$ cat src/design/pmlr_pkg.sv
// Constants and carrier types for the MII latency and reset block.
//
// Summary of operation
// - 10M receive start nibble within 7 bit times
// - 10M first line bit within 2 bit times; this design takes 4
// - 100M first line bit within 3 bit times; this design takes 5
// - 10M half duplex carrier on within 2 bits
// - 10M half duplex carrier off within 4 bits
// - 100M receive symbol on data within 17 bits
// - Power-on reset completes 40 to 500 ms
// - Reset pin low isolates device after 60 ns
// - Transmit clock valid within 500 ms after release
package pmlr_pkg;

  // ----------------------------------------
  // Clock and bit timing
  // ----------------------------------------
  localparam int CLK_PERIOD_NS   = 10;
  localparam int BIT_NS_100      = 10;
  localparam int BIT_NS_10       = 100;
  localparam int BIT_CYC_100     = BIT_NS_100 / CLK_PERIOD_NS;
  localparam int BIT_CYC_10      = BIT_NS_10 / CLK_PERIOD_NS;
  localparam int NIBBLE_BITS     = 4;
  localparam int SYNC_STAGES     = 2;
  localparam int CNT_W           = 26;
  localparam int DIV_W           = 6;

  // ----------------------------------------
  // Reset sequencing
  // ----------------------------------------
  localparam int ISOLATE_NS      = 60;
  localparam int ISOLATE_CYC     = (ISOLATE_NS + CLK_PERIOD_NS - 1) / CLK_PERIOD_NS;
  localparam int POR_MS          = 45;
  localparam int POR_CYC         = POR_MS * (1000000 / CLK_PERIOD_NS);
  localparam int HWR_MS          = 35;
  localparam int HWR_CYC         = HWR_MS * (1000000 / CLK_PERIOD_NS);

  // ----------------------------------------
  // Management clock limits
  // ----------------------------------------
  localparam int MDC_HIGH_MIN_NS = 160;
  localparam int MDC_LOW_MIN_NS  = 160;
  localparam int MDC_PER_MIN_NS  = 400;
  localparam int MDC_HIGH_CYC    = (MDC_HIGH_MIN_NS + CLK_PERIOD_NS - 1) / CLK_PERIOD_NS;
  localparam int MDC_LOW_CYC     = (MDC_LOW_MIN_NS + CLK_PERIOD_NS - 1) / CLK_PERIOD_NS;
  localparam int MDC_PER_CYC     = (MDC_PER_MIN_NS + CLK_PERIOD_NS - 1) / CLK_PERIOD_NS;
  localparam int MDC_CNT_W       = 8;

  // ----------------------------------------
  // Types
  // ----------------------------------------
  typedef enum logic [1:0] {
    ST_POR     = 2'b00,
    ST_ISOLATE = 2'b01,
    ST_INIT    = 2'b10,
    ST_RUN     = 2'b11
  } pmlr_state_t;

  typedef struct packed {
    logic       en;
    logic [3:0] d;
  } pmlr_mii_tx_t;

  typedef struct packed {
    logic       dv;
    logic [3:0] d;
  } pmlr_mii_rx_t;

  typedef struct packed {
    logic active;
    logic bit_val;
  } pmlr_line_t;

endpackage

$ cat src/design/pmlr_mdc_check.sv
// Management clock phase and period monitor.
`timescale 1ns/1ps
`default_nettype none
module pmlr_mdc_check (
  input  wire logic clock,       // System clock
  input  wire logic srst,        // Synchronous reset
  input  wire logic mdc,         // Management clock pin
  output logic      fault        // Sticky timing fault
);
  localparam logic [pmlr_pkg::MDC_CNT_W-1:0] CNT_MAX = '1;

  logic                          s1_reg, s2_reg, s3_reg;
  logic [pmlr_pkg::MDC_CNT_W-1:0] phase_reg, per_reg;
  logic                          rise, fall;
  logic [1:0]                    fill_reg;

  // Edges count only once all stages hold pin values; reset would fake one
  assign rise = (fill_reg == 2'h3) & s2_reg & ~s3_reg;
  assign fall = (fill_reg == 2'h3) & ~s2_reg & s3_reg;

  always_ff @(posedge clock) begin
    if (srst) begin
      s1_reg   <= 1'b0;
      s2_reg   <= 1'b0;
      s3_reg   <= 1'b0;
      fill_reg <= 2'h0;
    end else begin
      s1_reg   <= mdc;
      s2_reg   <= s1_reg;
      s3_reg   <= s2_reg;
      fill_reg <= (fill_reg == 2'h3) ? 2'h3 : fill_reg + 2'h1;
    end
  end

  // Counters start saturated so the first edge never faults
  always_ff @(posedge clock) begin
    if (srst) begin
      phase_reg <= CNT_MAX;
      per_reg   <= CNT_MAX;
    end else begin
      phase_reg <= (rise | fall) ? '0 : (phase_reg == CNT_MAX ? CNT_MAX : phase_reg + 1'b1);
      per_reg   <= rise ? '0 : (per_reg == CNT_MAX ? CNT_MAX : per_reg + 1'b1);
    end
  end

  // One cycle of slack: sampling can shorten a phase by a cycle
  always_ff @(posedge clock) begin
    if (srst) begin
      fault <= 1'b0;
    end else if (fall && 32'(phase_reg) < pmlr_pkg::MDC_HIGH_CYC - 2) begin
      fault <= 1'b1;
    end else if (rise && 32'(phase_reg) < pmlr_pkg::MDC_LOW_CYC - 2) begin
      fault <= 1'b1;
    end else if (rise && 32'(per_reg) < pmlr_pkg::MDC_PER_CYC - 2) begin
      fault <= 1'b1;
    end
  end
endmodule
`default_nettype wire

$ cat src/design/pmlr_top.sv
// MII datapath latency, carrier sense and reset sequencing of the PHY.
`timescale 1ns/1ps
`default_nettype none
module pmlr_top #(
  parameter int POR_CYCLES = pmlr_pkg::POR_CYC,  // Power-on reset length
  parameter int HWR_CYCLES = pmlr_pkg::HWR_CYC   // Init length after pin reset
) (
  input  wire logic                 clock,              // 100 MHz system clock
  input  wire logic                 srst,               // Synchronous reset
  input  wire logic                 supply_good,        // Supply above threshold
  input  wire logic                 hw_reset_in_n,      // Hardware reset pin
  input  wire logic                 speed_100,          // 1: 100 Mb/s, 0: 10 Mb/s
  input  wire logic                 half_duplex,        // Half duplex mode
  input  wire logic                 mdc,                // Management clock
  input  wire pmlr_pkg::pmlr_mii_tx_t mii_tx,           // Transmit enable and data
  input  wire pmlr_pkg::pmlr_line_t line_receive_pair,  // Receive line
  output logic                      tx_clk,             // MII transmit clock
  output logic                      rx_clk,             // MII receive clock
  output var pmlr_pkg::pmlr_mii_rx_t mii_rx,            // Receive valid and data
  output logic                      crs,                // Carrier sense
  output logic                      mii_out_en,         // MII outputs driven
  output logic                      phy_ready,          // Reset sequence done
  output var pmlr_pkg::pmlr_line_t  line_transmit_pair, // Transmit line
  output logic                      mdc_timing_fault    // Management clock fault
);
  // ----------------------------------------
  // Pin synchronisers
  // ----------------------------------------
  localparam int PIN_W = 11;

  logic [PIN_W-1:0] pin1_reg, pin2_reg;
  logic             sup_s, rstn_s, spd_s, hdx_s, txen_s, ract_s, rbit_s;
  logic [3:0]       txd_s;

  always_ff @(posedge clock) begin
    if (srst) begin
      pin1_reg <= '0;
      pin2_reg <= '0;
    end else begin
      pin1_reg <= {supply_good, hw_reset_in_n, speed_100, half_duplex, mii_tx,
                   line_receive_pair};
      pin2_reg <= pin1_reg;
    end
  end

  assign {sup_s, rstn_s, spd_s, hdx_s, txen_s, txd_s, ract_s, rbit_s} = pin2_reg;

  // ----------------------------------------
  // Speed dependent timing
  // ----------------------------------------
  function automatic logic [pmlr_pkg::DIV_W-1:0] bit_cycles(input logic fast);
    bit_cycles = fast ? pmlr_pkg::DIV_W'(pmlr_pkg::BIT_CYC_100)
                      : pmlr_pkg::DIV_W'(pmlr_pkg::BIT_CYC_10);
  endfunction

  function automatic logic [pmlr_pkg::DIV_W-1:0] nib_cycles(input logic fast);
    nib_cycles = pmlr_pkg::DIV_W'(bit_cycles(fast) * pmlr_pkg::NIBBLE_BITS);
  endfunction

  logic [pmlr_pkg::DIV_W-1:0] bit_cyc, nib_cyc;
  assign bit_cyc = bit_cycles(spd_s);
  assign nib_cyc = nib_cycles(spd_s);

  // ----------------------------------------
  // Reset sequencing
  // ----------------------------------------
  localparam int ISO_WAIT = pmlr_pkg::ISOLATE_CYC - pmlr_pkg::SYNC_STAGES;

  pmlr_pkg::pmlr_state_t     state_reg;
  logic [pmlr_pkg::CNT_W-1:0] seq_cnt_reg;
  logic [3:0]                low_cnt_reg;
  logic                      ready;

  assign ready = (state_reg == pmlr_pkg::ST_RUN);

  // Pin low time, saturating; the sync stages already cost two cycles
  always_ff @(posedge clock) begin
    if (srst || rstn_s) begin
      low_cnt_reg <= '0;
    end else if (low_cnt_reg != 4'hF) begin
      low_cnt_reg <= low_cnt_reg + 4'h1;
    end
  end

  always_ff @(posedge clock) begin
    if (srst) begin
      state_reg   <= pmlr_pkg::ST_POR;
      seq_cnt_reg <= '0;
    end else if (!sup_s) begin
      state_reg   <= pmlr_pkg::ST_POR;
      seq_cnt_reg <= '0;
    end else if (!rstn_s && 32'(low_cnt_reg) >= ISO_WAIT - 1
                 && state_reg != pmlr_pkg::ST_POR) begin
      state_reg   <= pmlr_pkg::ST_ISOLATE;
      seq_cnt_reg <= '0;
    end else begin
      unique case (state_reg)
        pmlr_pkg::ST_POR: begin
          if (seq_cnt_reg == pmlr_pkg::CNT_W'(POR_CYCLES - 1)) begin
            state_reg <= pmlr_pkg::ST_RUN;
          end
          seq_cnt_reg <= seq_cnt_reg + 1'b1;
        end
        pmlr_pkg::ST_ISOLATE: begin
          if (rstn_s) begin
            state_reg <= pmlr_pkg::ST_INIT;
          end
          seq_cnt_reg <= '0;
        end
        pmlr_pkg::ST_INIT: begin
          if (seq_cnt_reg == pmlr_pkg::CNT_W'(HWR_CYCLES - 1)) begin
            state_reg <= pmlr_pkg::ST_RUN;
          end
          seq_cnt_reg <= seq_cnt_reg + 1'b1;
        end
        pmlr_pkg::ST_RUN: begin
          seq_cnt_reg <= '0;
        end
      endcase
    end
  end

  always_ff @(posedge clock) begin
    if (srst) begin
      mii_out_en <= 1'b0;
      phy_ready  <= 1'b0;
    end else begin
      mii_out_en <= (state_reg == pmlr_pkg::ST_INIT) || ready;
      phy_ready  <= ready;
    end
  end

  // ----------------------------------------
  // Transmit clock and path
  // ----------------------------------------
  logic [pmlr_pkg::DIV_W-1:0] tdiv_reg, tbit_reg;
  logic [3:0]                 tsh_reg;
  logic                       tact_reg, tx_sample;

  assign tx_sample = ready && tdiv_reg == '0;

  // Clock held low until the sequence ends; its first high phase is one cycle short
  always_ff @(posedge clock) begin
    if (srst || !ready) begin
      tdiv_reg <= '0;
      tx_clk   <= 1'b0;
    end else begin
      tdiv_reg <= (tdiv_reg >= nib_cyc - 1'b1) ? '0 : tdiv_reg + 1'b1;
      tx_clk   <= (tdiv_reg >= nib_cyc - 1'b1) || (tdiv_reg < (nib_cyc >> 1) - 1'b1);
    end
  end

  // First line bit leaves the cycle after the nibble is sampled
  always_ff @(posedge clock) begin
    if (srst || !ready) begin
      tsh_reg  <= '0;
      tact_reg <= 1'b0;
      tbit_reg <= '0;
    end else if (tx_sample) begin
      tsh_reg  <= txen_s ? txd_s : 4'h0;
      tact_reg <= txen_s;
      tbit_reg <= '0;
    end else if (tbit_reg == bit_cyc - 1'b1) begin
      tsh_reg  <= {1'b0, tsh_reg[3:1]};
      tbit_reg <= '0;
    end else begin
      tbit_reg <= tbit_reg + 1'b1;
    end
  end

  // Idle nibbles load zeros, so the line bit comes straight from a flop
  assign line_transmit_pair = '{active: tact_reg, bit_val: tsh_reg[0]};

  // ----------------------------------------
  // Carrier sense
  // ----------------------------------------
  // Follows the synchronised enable directly in half duplex only, and receive activity: one cycle on, one cycle off
  always_ff @(posedge clock) begin
    if (srst) begin
      crs <= 1'b0;
    end else begin
      crs <= ready && ((hdx_s && txen_s) || ract_s);
    end
  end

  // ----------------------------------------
  // Receive path
  // ----------------------------------------
  logic [pmlr_pkg::DIV_W-1:0] rcnt_reg, rdiv_reg, half_cyc;
  logic [1:0]                 rbits_reg;
  logic [3:0]                 rsh_reg;
  logic                       ract_d_reg, rstart, rsample, rdone;

  assign half_cyc = bit_cyc >> 1;
  assign rstart   = ract_s && !ract_d_reg;
  // No half-bit wait at 100 Mb/s, so the first bit is taken at the start
  assign rsample  = ract_s && (rstart ? (half_cyc == '0) : (rcnt_reg == '0));
  assign rdone    = rsample && rbits_reg == 2'h3;

  // Sample mid-bit; a trailing partial nibble is dropped when activity ends
  always_ff @(posedge clock) begin
    if (srst || !ready) begin
      ract_d_reg <= 1'b0;
      rcnt_reg   <= '0;
      rbits_reg  <= '0;
      rsh_reg    <= '0;
    end else begin
      ract_d_reg <= ract_s;
      if (!ract_s) begin
        rcnt_reg  <= '0;
        rbits_reg <= '0;
      end else if (rsample) begin
        rsh_reg   <= {rbit_s, rsh_reg[3:1]};
        rbits_reg <= rbits_reg + 2'h1;
        rcnt_reg  <= bit_cyc - 1'b1;
      end else if (rstart) begin
        rcnt_reg <= half_cyc - 1'b1;
      end else if (rcnt_reg != '0) begin
        rcnt_reg <= rcnt_reg - 1'b1;
      end
    end
  end

  // Receive clock restarts at each nibble so data lead the rising edge
  always_ff @(posedge clock) begin
    if (srst || !ready) begin
      rdiv_reg <= '0;
      rx_clk   <= 1'b0;
      mii_rx   <= '0;
    end else begin
      if (rdone || rdiv_reg >= nib_cyc - 1'b1) begin
        rdiv_reg <= '0;
      end else begin
        rdiv_reg <= rdiv_reg + 1'b1;
      end
      rx_clk <= !rdone && (rdiv_reg >= (nib_cyc >> 1) - 1'b1)
                && (rdiv_reg < nib_cyc - 1'b1);
      if (!ract_s) begin
        mii_rx.dv <= 1'b0;
      end else if (rdone) begin
        mii_rx.dv <= 1'b1;
        mii_rx.d  <= {rbit_s, rsh_reg[3:1]};
      end
    end
  end

  // ----------------------------------------
  // Management clock monitor
  // ----------------------------------------
  pmlr_mdc_check u_mdc_check (
    .clock (clock),
    .srst  (srst),
    .mdc   (mdc),
    .fault (mdc_timing_fault)
  );

endmodule
`default_nettype wire

$ cat config.mk
export PLATFORM = sky130hd
export DESIGN_NAME = pmlr_top
export DESIGN_NICKNAME = d
export VERILOG_FILES = /design/src/design/pmlr_pkg.sv /design/src/design/pmlr_mdc_check.sv /design/src/design/pmlr_top.sv
export SDC_FILE = /design/constraint.sdc
export NUM_CORES = 1
export LEC_CHECK = 0
export BUFFER_PORTS_ARGS = -buffer_cell sky130_fd_sc_hd__buf_2
export CORE_AREA = 2 2 114 116
export DETAILED_ROUTE_END_ITERATION = 6
export DIE_AREA = 0 0 116 118
export SYNTH_ARGS = -nofsm -noshare
export SYNTH_HDL_FRONTEND = slang
export SYNTH_HIERARCHICAL = 1
export SYNTH_SLANG_ARGS = --single-unit
$ cat constraint.sdc
create_clock -name clock -period 2.83 [get_ports clock]
set_input_delay 0.566 -clock clock [delete_from_list [all_inputs] [get_ports clock]]
set_output_delay 0.566 -clock clock [all_outputs]
set_load 0.005 [all_outputs]
==> qor.txt <==
Synthesized flop and latch total - 121
Gr busiest metal - met2
M3 GR Usage - 0.05304
Hold slack final - 0.3651 ns
Setup WS pre-CTS - 0.7736 ns
Post-synth EDFFs - 0
Leak - 2.351 nW
Die Width - 116 µm
Power per Cell Area - 761.1 nW/µm²
Worst vdd ir - 0.4160 mV
Initial Utilization - 0.4151
Async S/R FF share, synth - 0
Crit share post-route - 0.7273
Setup ws final - 0.7717 ns
DR WL/cell - 13.06 µm
Sequential area share after synthesis - 0.4700
Clock skew - 0.007950 ns
Total core area - 12410 µm²
Dpl hpwl - 6863 µm
CTS H-tree depth - 4
Hold buffer count at cts - 0
Largest register FFs - 26
Proportion of layout cells with a drive suffix above 1 - 0.1235
Synth warn - 6
Area leader, netlist - dfxtp_1
Measured slew at the worst slew-check pin - 0.6872 ns
CP Max Fanout - 11
GRT Util Overall - 0.1571
Syn Std Cell Area - 5154 µm²
Sw power - 1.108 mW
Yosys cell types - 55
Hold Path Origin - hw_reset_in_n
Detail Route Antenna Nets - 0
# port buffers - 26
Crit. Startpoint - rcnt_reg[0]$_SDFFE_PP0P_
DRC viols - 0
Total detailed-routing wirelength - 9963 µm
Switching Share - 0.2430
Rows - 41
Skew-Pair Late Insertion Delay - 0.41 ns
FF-to-FF Start - rcnt_reg[0]$_SDFFE_PP0P_
Antenna violations before repair - 0
Max cap viols - 0
Clock network power share - 0.460
Vias - 3934
Chip height - 118 µm
Final setup viols - 0
Die ar. - 13690 µm²
Gate power share - 0.115
# IOs - 27
Final net count - 611
Global-route wire length before repair - 17240 µm
Worst Hold Class - primary input to flop
Setup bufs post-CTS - 0
Clock root buffer - clkbuf_16
Synth Flop Type - dfxtp_1
Vias in the first global route - 3781
CTS tree - yes
Slew HR - 0.5419
Met2 Usage GRT - 0.2387
Status - completed
Internal Power - 3.450 mW
ANT cells - 0
RSZ-0062 raised after global routing - false
Setup crit end kind - flop
Fmax - 485.8 MHz
Final setup TNS - 0 ns
Clock transition at path regs - 0.05 ns
GPL Wtd Cong - 0.8467
Post-Synthesis Cells - 551
Pre-antenna DRT Iters - 4
Vias/cell - 5.156
Met1 Use GR - 0.2026
Yosys top cell area share - 0.4700
Post-cts sizing count - 0
R2r setup slk - 0.77 ns
CTS max path bufs - 2
Area contributors post-synth - dfxtp_1 (47%), ha_1 (4.4%), nor2_1 (3.6%), nor2b_1 (3.5%), a21oi_1 (3.3%)
Data required, critical path - 3.17 ns
CP startpoint kind - flop
Synthesized area per cell - 9.353 µm²
Largest net degree at the start of global routing - 33
Clock sinks - 121
Arr. time, crit path - 2.40 ns
Final hold viol count - 0
Area Overhead vs Synth - 16.19%
Sequential share of power - 0.425
Synthesized net count - 583
Number of buffers created by CTS - 17
Setup Crit Path Kind - flop to flop
Gr ovfl total - 0
Final min period - 2.058 ns
Starting DRT DRC Count - 239
Final Slew Violations - 0
power groups by stage:
stage | registers, mW | clock network, mW | logic, mW
3_3_place_gp | 1.96 | 0 | 0.512
3_5_place_dp | 1.97 | 0 | 0.526
2_1_floorplan | 1.93 | 0 | 0.472
4_1_cts | 1.93 | 2.14 | 0.528
5_1_grt | 1.96 | 2.22 | 0.610
6_report | 1.94 | 2.10 | 0.524
critical path: stages (launching register included):
cell     delay (ns)
dfxtp_1        0.32
inv_1          0.05
ha_1           0.17
or4b_4         0.49
o32ai_2        0.64
nand3_1        0.17
a21oi_1        0.15
cells in the final DEF (no fill, tap or decap), types with 8 or more instances in the layout:
cell type	count
a21oi_1	34
and2_1	8
and3_1	14
buf_2	26
clkbuf_16	17
dfxtp_1	121
ha_1	18
inv_1	18
mux2i_1	10
nand2_1	34
nand3_1	26
nand4_1	12
nor2_1	49
nor2b_1	29
o21ai_0	28
o31ai_1	10
or4_1	10
xnor2_1	12
xor2_1	17
synthesized netlist by cell type (3+ instances only):
cell type and count:
nand4_1 12, or3_1 6, inv_1 18, o2bb2ai_1 3, nor2b_1 29, a21oi_1 34, clkbuf_1 9, and2_1 8
xnor2_1 12, nor2_1 49, a211o_1 3, nor4bb_1 4, dfxtp_1 121, mux2i_1 10, buf_4 3, a21o_1 3
nor3_1 7, nand2_1 34, clkbuf_2 3, nand3_1 26, nand2b_1 7, a31oi_1 7, o21ai_0 28, and3_1 14
o31ai_1 10, buf_2 3, a311oi_1 3, and4_1 5, ha_1 18, nor4b_1 3, or4_1 10, nor4_1 3
xor2_1 17, a2111o_1 3
metrics by stage:
stage                 util  instance area [µm²]  std cells  power, mW
finish              0.4824                 5988        763      4.558
CTS                 0.4824                 5988        763      4.605
global placement    0.4355                 5406        732      2.475
detailed placement  0.4355                 5406        732      2.493
floorplan                -                 5154        551      2.400
global route        0.4824                 5988        763      4.792
final cells by class:
type,instances,area [µm²]
inverter,18,67.56
sequential,121,2422
clock inverter,8,93.84
tap,172,215.2
fill,1205,6426
timing repair buffer,30,160.2
multi-input combinational,391,2541
clock buffer,23,488.0
worst paths after layout:
| kind | end | depth (start not counted) |
|---|---|---|
| max | mii_rx[3]$_SDFFE_PP0P_ | 6 |
| min | pin1_reg[9]$_SDFF_PP0_ | 2 |
| max reg2reg | mii_rx[3]$_SDFFE_PP0P_ | 6 |
| min reg2reg | pin2_reg[4]$_SDFF_PP0_ | 1 |
cell families after synthesis:
group / share of synthesized area
buf+inv: 0.03690
simple gates: 0.2493
xor+xnor: 0.04928
mux: 0.01942
fa+ha+maj: 0.04370
compound gates: 0.1313
flops: 0.4700
metal layers:
metal,wire [µm],up-vias,share of wire
met5,0,-,0
met4,128,0,0.013
met3,331,8,0.033
met2,4663,51,0.47
met1,4839,1859,0.49
li1,-,2016,-
(Power assumes the default switching activity.)
